==> src/frcct_defines.svh <==
// Purpose: Offsets, field positions, reset values and counts for the capture/compare timer
// Assumes: Registers reached over a plain address/strobe port, 16-bit data
// Notes:   Included by the prescaler, edge detector and timer design files
`ifndef FRCCT_DEFINES_SVH
`define FRCCT_DEFINES_SVH

////////////////////////////////////////////////////////////////////////////////
// Register offsets
`define FRCCT_ADDR_W          4
`define FRCCT_OFF_CTL_A       4'h0
`define FRCCT_OFF_CTL_B       4'h1
`define FRCCT_OFF_OUT_CTL     4'h2
`define FRCCT_OFF_EDGE_CTL    4'h3
`define FRCCT_OFF_EXT_CTL     4'h4
`define FRCCT_OFF_OPTION      4'h5
`define FRCCT_OFF_CCR0        4'h6
`define FRCCT_OFF_CCR1        4'h7
`define FRCCT_OFF_COUNT       4'h8

////////////////////////////////////////////////////////////////////////////////
// Field positions
`define FRCCT_CTL_A_RUN       7
`define FRCCT_CTL_A_CKS_LO    0
`define FRCCT_CTL_B_EXT_EVT   6
`define FRCCT_CTL_B_MODE_LO   0
`define FRCCT_OPT_WRAP        0
`define FRCCT_OPT_CCS0        4
`define FRCCT_OPT_CCS1        5
`define FRCCT_OUT_EN0         0
`define FRCCT_OUT_EN1         2

////////////////////////////////////////////////////////////////////////////////
// Mode encodings and reset values
`define FRCCT_MODE_PWM        3'h4
`define FRCCT_MODE_FREE       3'h5
`define FRCCT_RST_REG8        8'h00
`define FRCCT_RST_REG16       16'h0000
`define FRCCT_CNT_MAX         16'hFFFF
`define FRCCT_CNT_ZERO        16'h0000
`define FRCCT_RST_CNT         16'hFFFF

`endif

==> src/frcct_pkg.sv <==
// Purpose: Shared types of the capture/compare timer
// Assumes: Constants live in frcct_defines.svh
// Notes:   Bus request travels as one packed struct
package frcct_pkg;

    typedef struct packed {
        logic [3:0]  addr;   // Register offset
        logic [15:0] wdata;  // Write data
        logic        wr;     // Write strobe
        logic        rd;     // Read strobe
    } frcct_bus_req_t;

    typedef struct packed {
        logic [1:0] edge_sel;  // 00 none, 01 rising, 10 falling, 11 both
    } frcct_edge_cfg_t;

endpackage

==> src/frcct_prescale.sv <==
// Purpose: Count-clock enable from internal prescaler or external event edge
// Assumes: ext_evt already synchronised by the caller
// Notes:   One-cycle pulse per count clock
`timescale 1ns/10ps
`include "frcct_defines.svh"
module frcct_prescale
(
    input  wire logic       clk,        // Module clock
    input  wire logic       rst,        // Synchronous reset, high
    input  wire logic [2:0] clk_sel,    // Division select, 2^n
    input  wire logic       ext_sel,    // Count external events
    input  wire logic       ext_evt,    // Synchronised event edge pulse
    output logic            count_en    // Count clock enable
);
    import frcct_pkg::*;

    logic [7:0] div_cnt;
    logic       tick;

    ////////////////////////////////////////////////////////////////////////////
    // Free divider; the tap chooses the rate
    always_ff @(posedge clk)
    begin
        if (rst)
            div_cnt <= `FRCCT_RST_REG8;
        else
            div_cnt <= div_cnt + 8'h01;
    end

    // Tap all-ones of the low bits; sel 0 ticks every cycle
    always_comb
    begin
        tick = 1'b1;
        for (int i = 0; i < 7; i++)
            if (i < int'(clk_sel))
                tick = tick & div_cnt[i];
    end

    // External event overrides the clock selection
    assign count_en = ext_sel ? ext_evt : tick;
endmodule // frcct_prescale

==> src/frcct_edge_det.sv <==
// Purpose: Synchronise a pin and flag its selected valid edge
// Assumes: Pin is asynchronous to clk
// Notes:   Two-flop synchroniser, edge taken from the second and third stage
`timescale 1ns/10ps
`include "frcct_defines.svh"
module frcct_edge_det
(
    input  wire logic                     clk,      // Module clock
    input  wire logic                     rst,      // Synchronous reset, high
    input  wire logic                     pin,      // Raw pin
    input  wire frcct_pkg::frcct_edge_cfg_t cfg,    // Edge selection
    output logic                          edge_hit  // One-cycle valid edge pulse
);
    import frcct_pkg::*;

    logic meta;
    logic sync;
    logic prev;

    ////////////////////////////////////////////////////////////////////////////
    // First stage read only by the second
    always_ff @(posedge clk)
    begin
        if (rst)
        begin
            meta <= 1'b0;
            sync <= 1'b0;
            prev <= 1'b0;
        end
        else
        begin
            meta <= pin;
            sync <= meta;
            prev <= sync;
        end
    end

    // Rising and falling enabled independently
    assign edge_hit = (cfg.edge_sel[0] & sync & ~prev) | (cfg.edge_sel[1] & ~sync & prev);
endmodule // frcct_edge_det

==> src/frcct_timer.sv <==
// Purpose: 16-bit free-running capture/compare timer with two channels
// Assumes: Registers over a plain port, read data one cycle after the strobe
// Notes:   Event outputs are one-cycle pulses from flops
//
// Behaviour
// - In PWM mode the channel 1 match interrupt fires on the equal cycle.
// - Otherwise the channel 1 interrupt fires on the count-up after equality.
// - Mode field value 101 selects free-running operation.
// - Run bit starts counting; option bits pick compare or capture per channel.
// - Starting the count inverts both toggle outputs.
// - Compare match raises the channel interrupt and, in free-running or PWM mode, toggles its pin, no clear.
// - Except for channel 1 in PWM mode, interrupt and toggle occur when the counter reaches value plus one.
// - After FFFFH, next count wraps to zero, raises overflow, sets wrap flag.
// - Channel register writes are compared from the next cycle, unbuffered.
// - Capture edge latches the count and raises the channel interrupt.
// - Count readback register returns the live counter while running, zero while stopped.
// - External event counting makes the clock selection irrelevant.
// - The two channel registers work independently.
//
// Design decisions made here: the register offsets and the address-and-strobe port.
`timescale 1ns/10ps
`include "frcct_defines.svh"
module frcct_timer
(
    input  wire logic                   clk,                // Module clock, 10 MHz
    input  wire logic                   rst,                // Synchronous reset, high
    input  wire frcct_pkg::frcct_bus_req_t bus,             // Register request
    output logic [15:0]                 rdata,              // Read data, cycle after rd
    input  wire logic                   chan0_capture_in,   // Capture pin 0, also event input
    input  wire logic                   chan1_capture_in,   // Capture pin 1
    output logic                        chan0_toggle_out,   // Toggle output 0
    output logic                        chan0_toggle_oe,    // Output enable 0
    output logic                        chan1_toggle_out,   // Toggle output 1
    output logic                        chan1_toggle_oe,    // Output enable 1
    output logic                        chan0_match_capture_irq, // Channel 0 event pulse
    output logic                        chan1_match_irq,    // Channel 1 event pulse
    output logic                        counter_wrap_irq    // Overflow pulse
);
    import frcct_pkg::*;

    ////////////////////////////////////////////////////////////////////////////
    // Register state
    logic [7:0]  timer_control_reg_a;
    logic [7:0]  timer_control_reg_b;
    logic [7:0]  output_control_reg;
    logic [7:0]  capture_edge_control_reg;
    logic [7:0]  external_input_control_reg;
    logic        chan0_capture_select;
    logic        chan1_capture_select;
    logic        counter_wrap_flag;
    logic [15:0] ccr [2];
    logic [15:0] count;

    logic        count_run_bit;
    logic [2:0]  timer_op_mode_field;
    logic        external_event_select;
    logic        count_en;
    logic        run_d;
    logic        start_pulse;
    logic        free_mode;
    logic        pwm_mode;
    logic        wrap_evt;
    logic [1:0]  cap_hit;
    logic [1:0]  eq_now;
    logic        first_cnt;
    logic [1:0]  match_evt;
    logic [1:0]  capsel;
    logic [1:0]  ccr_wr;
    logic        opt_wr;
    logic        evt_edge;

    assign count_run_bit         = timer_control_reg_a[`FRCCT_CTL_A_RUN];
    assign timer_op_mode_field   = timer_control_reg_b[`FRCCT_CTL_B_MODE_LO +: 3];
    assign external_event_select = timer_control_reg_b[`FRCCT_CTL_B_EXT_EVT];
    assign free_mode = (timer_op_mode_field == `FRCCT_MODE_FREE);
    assign pwm_mode  = (timer_op_mode_field == `FRCCT_MODE_PWM);
    assign capsel    = {chan1_capture_select, chan0_capture_select};

    // Decode used for both channel registers and option writes
    function automatic logic hit(input frcct_bus_req_t b, input logic [3:0] off);
        hit = b.wr && (b.addr == off);
    endfunction

    assign opt_wr = hit(bus, `FRCCT_OFF_OPTION);
    assign ccr_wr = {hit(bus, `FRCCT_OFF_CCR1), hit(bus, `FRCCT_OFF_CCR0)};

    ////////////////////////////////////////////////////////////////////////////
    // Pin front ends; channel 0 pin also serves as the event input
    frcct_edge_det u_edge0
    (
        .clk      (clk),
        .rst      (rst),
        .pin      (chan0_capture_in),
        .cfg      (frcct_edge_cfg_t'(capture_edge_control_reg[1:0])),
        .edge_hit (cap_hit[0])
    );

    frcct_edge_det u_edge1
    (
        .clk      (clk),
        .rst      (rst),
        .pin      (chan1_capture_in),
        .cfg      (frcct_edge_cfg_t'(capture_edge_control_reg[3:2])),
        .edge_hit (cap_hit[1])
    );

    frcct_edge_det u_edge_evt
    (
        .clk      (clk),
        .rst      (rst),
        .pin      (chan0_capture_in),
        .cfg      (frcct_edge_cfg_t'(external_input_control_reg[1:0])),
        .edge_hit (evt_edge)
    );

    frcct_prescale u_prescale
    (
        .clk      (clk),
        .rst      (rst),
        .clk_sel  (timer_control_reg_a[`FRCCT_CTL_A_CKS_LO +: 3]),
        .ext_sel  (external_event_select),
        .ext_evt  (evt_edge),
        .count_en (count_en)
    );

    ////////////////////////////////////////////////////////////////////////////
    // Plain control registers
    always_ff @(posedge clk)
    begin
        if (rst)
        begin
            timer_control_reg_a        <= `FRCCT_RST_REG8;
            timer_control_reg_b        <= `FRCCT_RST_REG8;
            output_control_reg         <= `FRCCT_RST_REG8;
            capture_edge_control_reg   <= `FRCCT_RST_REG8;
            external_input_control_reg <= `FRCCT_RST_REG8;
            chan0_capture_select       <= 1'b0;
            chan1_capture_select       <= 1'b0;
        end
        else if (bus.wr)
        begin
            case (bus.addr)
                `FRCCT_OFF_CTL_A:    timer_control_reg_a <= bus.wdata[7:0];
                `FRCCT_OFF_CTL_B:    timer_control_reg_b <= bus.wdata[7:0];
                `FRCCT_OFF_OUT_CTL:  output_control_reg <= bus.wdata[7:0];
                `FRCCT_OFF_EDGE_CTL: capture_edge_control_reg <= bus.wdata[7:0];
                `FRCCT_OFF_EXT_CTL:  external_input_control_reg <= bus.wdata[7:0];
                `FRCCT_OFF_OPTION:
                begin
                    chan0_capture_select <= bus.wdata[`FRCCT_OPT_CCS0];
                    chan1_capture_select <= bus.wdata[`FRCCT_OPT_CCS1];
                end
                default: ;
            endcase
        end
    end

    ////////////////////////////////////////////////////////////////////////////
    // Run edge; counting is held in reset while stopped
    always_ff @(posedge clk)
    begin
        if (rst)
            run_d <= 1'b0;
        else
            run_d <= count_run_bit;
    end

    assign start_pulse = count_run_bit & ~run_d;
    assign wrap_evt = count_run_bit && !first_cnt && count_en && (count == `FRCCT_CNT_MAX);

    // Counter parks at FFFFH so the first count clock after start gives zero
    always_ff @(posedge clk)
    begin
        if (rst || !count_run_bit)
            count <= `FRCCT_RST_CNT;
        else if (count_en)
            count <= count + 16'h0001; // wraps naturally, never cleared
    end

    // High until the first count clock after start; leaving the parked FFFFH is no wrap
    always_ff @(posedge clk)
    begin
        if (rst || !count_run_bit)
            first_cnt <= 1'b1;
        else if (count_en)
            first_cnt <= 1'b0;
    end

    ////////////////////////////////////////////////////////////////////////////
    // Match detection per channel; compares live register, no buffer
    generate
        for (genvar m = 0; m < 2; m++)
        begin : g_chan
            assign eq_now[m] = count_run_bit && !capsel[m] && (count == ccr[m]);

            // Capture wins over a software write of the same register
            always_ff @(posedge clk)
            begin
                if (rst)
                    ccr[m] <= `FRCCT_RST_REG16;
                else if (capsel[m] && count_run_bit && cap_hit[m])
                    ccr[m] <= count;
                else if (ccr_wr[m])
                    ccr[m] <= bus.wdata;
            end
        end
    endgenerate

    // Channel 0 on the count-up that leaves Dm, so the event shows with Dm+1
    assign match_evt[0] = eq_now[0] && count_en;
    // Channel 1 in PWM mode one count earlier, on the count-up into Dm
    assign match_evt[1] = pwm_mode ? (count_run_bit && !capsel[1] && count_en
                                      && (count + 16'h0001 == ccr[1]))
                                   : (eq_now[1] && count_en);

    ////////////////////////////////////////////////////////////////////////////
    // Interrupt pulses, registered
    always_ff @(posedge clk)
    begin
        if (rst)
        begin
            chan0_match_capture_irq <= 1'b0;
            chan1_match_irq         <= 1'b0;
            counter_wrap_irq        <= 1'b0;
        end
        else
        begin
            chan0_match_capture_irq <= capsel[0] ? (count_run_bit && cap_hit[0])
                                                 : match_evt[0];
            chan1_match_irq         <= capsel[1] ? (count_run_bit && cap_hit[1])
                                                 : match_evt[1];
            counter_wrap_irq        <= wrap_evt;
        end
    end

    ////////////////////////////////////////////////////////////////////////////
    // Wrap flag: hardware set beats a clearing write in the same cycle
    always_ff @(posedge clk)
    begin
        if (rst)
            counter_wrap_flag <= 1'b0;
        else if (wrap_evt)
            counter_wrap_flag <= 1'b1;
        else if (opt_wr && !bus.wdata[`FRCCT_OPT_WRAP])
            counter_wrap_flag <= 1'b0;
    end

    ////////////////////////////////////////////////////////////////////////////
    // Toggle outputs; invert at start and, in free-running or PWM mode, on each compare match
    always_ff @(posedge clk)
    begin
        if (rst)
        begin
            chan0_toggle_out <= 1'b0;
            chan1_toggle_out <= 1'b0;
        end
        else if (start_pulse)
        begin
            chan0_toggle_out <= ~chan0_toggle_out;
            chan1_toggle_out <= ~chan1_toggle_out;
        end
        else if (free_mode || pwm_mode)
        begin
            if (!capsel[0] && match_evt[0])
                chan0_toggle_out <= ~chan0_toggle_out;
            if (!capsel[1] && match_evt[1])
                chan1_toggle_out <= ~chan1_toggle_out;
        end
    end

    // Output enables from the output control register
    always_ff @(posedge clk)
    begin
        if (rst)
        begin
            chan0_toggle_oe <= 1'b0;
            chan1_toggle_oe <= 1'b0;
        end
        else
        begin
            chan0_toggle_oe <= output_control_reg[`FRCCT_OUT_EN0];
            chan1_toggle_oe <= output_control_reg[`FRCCT_OUT_EN1];
        end
    end

    ////////////////////////////////////////////////////////////////////////////
    // Read port; unmapped offsets read zero
    always_ff @(posedge clk)
    begin
        if (rst)
            rdata <= `FRCCT_RST_REG16;
        else if (bus.rd)
        begin
            case (bus.addr)
                `FRCCT_OFF_CTL_A:    rdata <= {8'h00, timer_control_reg_a};
                `FRCCT_OFF_CTL_B:    rdata <= {8'h00, timer_control_reg_b};
                `FRCCT_OFF_OUT_CTL:  rdata <= {8'h00, output_control_reg};
                `FRCCT_OFF_EDGE_CTL: rdata <= {8'h00, capture_edge_control_reg};
                `FRCCT_OFF_EXT_CTL:  rdata <= {8'h00, external_input_control_reg};
                `FRCCT_OFF_OPTION:   rdata <= {10'h000, chan1_capture_select,
                                               chan0_capture_select, 3'h0, counter_wrap_flag};
                `FRCCT_OFF_CCR0:     rdata <= ccr[0];
                `FRCCT_OFF_CCR1:     rdata <= ccr[1];
                `FRCCT_OFF_COUNT:    rdata <= count_run_bit ? count : `FRCCT_CNT_ZERO;
                default:             rdata <= `FRCCT_RST_REG16;
            endcase
        end
        else
            rdata <= `FRCCT_RST_REG16;
    end
endmodule // frcct_timer

==> config.mk <==
export PLATFORM = sky130hd
export DESIGN_NAME = frcct_timer
export DESIGN_NICKNAME = d
export VERILOG_FILES = /design/src/frcct_pkg.sv /design/src/frcct_prescale.sv /design/src/frcct_edge_det.sv /design/src/frcct_timer.sv
export VERILOG_INCLUDE_DIRS = /design/src
export SDC_FILE = /design/constraint.sdc
export NUM_CORES = 1
export LEC_CHECK = 0
export BUFFER_PORTS_ARGS = -buffer_cell sky130_fd_sc_hd__buf_2
export CORE_UTILIZATION = 45
export DETAILED_ROUTE_END_ITERATION = 12
export SETUP_SLACK_MARGIN = 0.3
export SLEW_MARGIN = 15
export SYNTH_ARGS = -nofsm -noshare
export SYNTH_HDL_FRONTEND = slang
export SYNTH_SLANG_ARGS = --single-unit
==> constraint.sdc <==
create_clock -name clk -period 5.2 [get_ports clk]
set_input_delay 1.04 -clock clk [delete_from_list [all_inputs] [get_ports clk]]
set_output_delay 1.04 -clock clk [all_outputs]
set_load 0.05 [all_outputs]
==> impl_metrics.toml <==
[outcome]
status = "completed"

[min_path]
hold_class = "flop to flop"
hold_start = "u_edge1.meta$_SDFF_PP0_"
holdPathStages = 1

[setup_path]
critPathRequiredTime_ns = 5.57
critPathMaxStageDelay_ns = 0.65
startpoint = "count[0]$_SDFFE_PP1N_"
crit_chain = "ha_1 > nand4_4 > nor3_1 > nand2_1 > o2bb2ai_1 > o2111ai_1 > or4b_1 > nand4_1"
crit_arrival_ns = 3.45
worstSetupPathType = "flop to flop"
crit_path_max_fanout = 9
start_kind = "flop"
r2r_cells = 8
critical-path-slowest-cell = "dfxtp_1"
endpoint_kind = "flop"
r2r-start = "count[0]$_SDFFE_PP1N_"

[layout]
finalNetCount = 693
fillCellCount = 1248
drive_above_1_share_pct = 14.9
multi_input_area_mm2 = 0.00318
regArea_mm2 = 0.00290
largest_reg_flops = 32
largest_register = "ccr"
final_cell_mix = "97 x dfxtp_1, 83 x nor2_1, 48 x buf_2, 47 x mux2i_1, 45 x nand2_1"
final_cells = 853
diodes = 0
area_growth_pct = 14.4
final_common_cell = "dfxtp_1"
top_regs = "ccr x32, count x16, rdata x16"

[detailed_routing]
postRouteAntennaNets = 0
routedWlPerCell_um = 20.5
drt-pass1-iter-count = 7
viasPerCell = 5.92
vias = 5054
drt_wl_total_um = 17500
drtIter0Drc = 628
drc = 0

[flow_run]
cap_violations = 0

[sta]
drv_slew = 0
tightest_slew_ns = 1.09
fmax_mhz = 324
hold_viol_final = 0
slew_headroom_pct = 26.8
final-setup-viol-count = 0
post-route-period-util_pct = 59.3
tns_ns = 0
fin_crit_ns = 3.08
clock_skew_ns = 0.00664
rsz0062_at_grt = "false"

[synth]
synthArstFlopShare_pct = 0
yosysTopAreaCell = "dfxtp_1"
netlist_area_mm2 = 0.00631
synth-seq-cells = 129
ys_top_cells_by_area = "dfxtp_1 31%, edfxtp_1 15%, mux2i_1 7.5%"
synth.avg_cell_area_um2 = 9.78
syn_inst = 645
synth_top_cell_area_share_pct = 30.8
synth-main-ff-cell = "dfxtp_1"
yosysSeqAreaShare_pct = 46.0
synth_fp_nets = 673
synth_edf_count = 32
synth.distinct_cells = 61
ys_warn_count = 0

[place]
dpl.cell_count = 821
numPortBuffers = 48
dp_hpwl_um = 12100
gp_congestion = 0.912

[floorplan]
io_pins = 49
fp.dieW_um = 120
die_y_um = 120
rows = 42
start_util_pct = 46.9
dieArea_mm2 = 0.0145
core_mm2 = 0.0135

[clocking]
cts_buffer_depth = 2
cts_hold_buf = 0
cts_setup_buffers = 0
cts_sinks = 129
clk_latency_ns = 0.43
cts_max_level = 4
cts_buffers = 17
cts-root-buf = "clkbuf_16"
clk_pin_slew_ns = 0.06
cts_resized = 0
cts_tree = "yes"

[global_route]
grt_max_degree = 70
grt_pass1_vias = 4811
groute.usage.overall_pct = 24.9
grt_pass1_wl_um = 26900
antenna_found_initial = 0
grt-ovfl-total = 0

[power_and_ir_drop]
pwr_density_cell_mw_per_mm2 = 346
vdd_ir_drop_max_mv = 0.247
leakage_nw = 2.91
[metal layers]
metal / wire, um / share of wire (%) / track usage [%]
met5: 0 / 0 / 0
met4: 405 / 2.3 / 10.2
met3: 1000 / 5.7 / 5.61
met2: 8560 / 49 / 41.5
met1: 7500 / 43 / 31.2
[worst paths after layout]
check                           slack, ns                       endpoint
worst max-delay path                 2.12  chan1_toggle_out$_SDFFE_PP0P_
worst min-delay path                 0.44        u_edge1.sync$_SDFF_PP0_
worst max register to register       2.12  chan1_toggle_out$_SDFFE_PP0P_
worst min register to register       0.44        u_edge1.sync$_SDFF_PP0_
[cells by family after synthesis]
kind of cell | synth area share, %
AO/OA/AOI/OAI | 13.2
XOR/XNOR | 7.36
adder cells (fa/ha/maj) | 0.397
buffers and inverters | 3.71
flip-flops | 46.0
multiplexers | 10.5
AND/OR/NAND/NOR | 18.8
[power by group]
part	leakage, nW	switching, W	internal (W)
registers	1.09	0.0000311	0.00106
clock network	0.308	0.000445	0.000793
logic	1.52	0.000108	0.0000664
total	2.91	0.000584	0.00192
[cells in the mapped netlist (3+ instances only)]
cell type,number
a222oi_1,10
buf_2,10
xnor2_1,35
and3_1,8
edfxtp_1,32
nor3b_1,3
a21oi_1,18
buf_1,6
nand4_1,16
a22oi_1,4
a31oi_1,5
nand2_1,45
nor2b_1,16
o21ai_0,20
a221oi_1,3
inv_1,6
nand2b_1,7
mux2_2,4
nand3b_1,4
clkbuf_1,34
nor3_1,9
nand3_1,20
nor2_1,83
mux2i_1,47
xor2_1,18
nor4_1,3
dfxtp_1,97
mux4_2,6
a22o_1,33
[area by class of cell]
class                   instances  share of cell area (%)
clock buffers                  22                    7.16
clock inverters                 9                    1.37
inverters                       7                   0.364
multi-input cells             458                    44.1
flip-flops and latches        129                    40.2
well taps                     176                    3.05
repair buffers                 52                    3.74
[stage by stage]
step | area, um^2 | power [W] | setup slack (ns) | util (%) | hold slack [ns]
2_1_floorplan | 6310 | 0.00122 | 2.37 | - | 0.414
3_3_place_gp | 6590 | 0.00128 | 1.89 | 49.0 | 0.429
3_5_place_dp | 6590 | 0.00128 | 1.80 | 49.0 | 0.424
4_1_cts | 7210 | 0.00251 | 2.11 | 53.6 | 0.445
5_1_grt | 7220 | 0.00258 | 1.85 | 53.6 | 0.461
6_report | 7220 | 0.00250 | 2.12 | 53.6 | 0.439
[worst max-delay path: cells and delay by family, from the launching register on]
| family | cells | cell delay, ns |
|---|---|---|
| AO/OA/AOI/OAI | 2 | 0.39 |
| adder cells (fa/ha/maj) | 1 | 0.46 |
| flip-flops | 1 | 0.65 |
| AND/OR/NAND/NOR | 5 | 1.52 |
(Power assumes the default switching activity.)
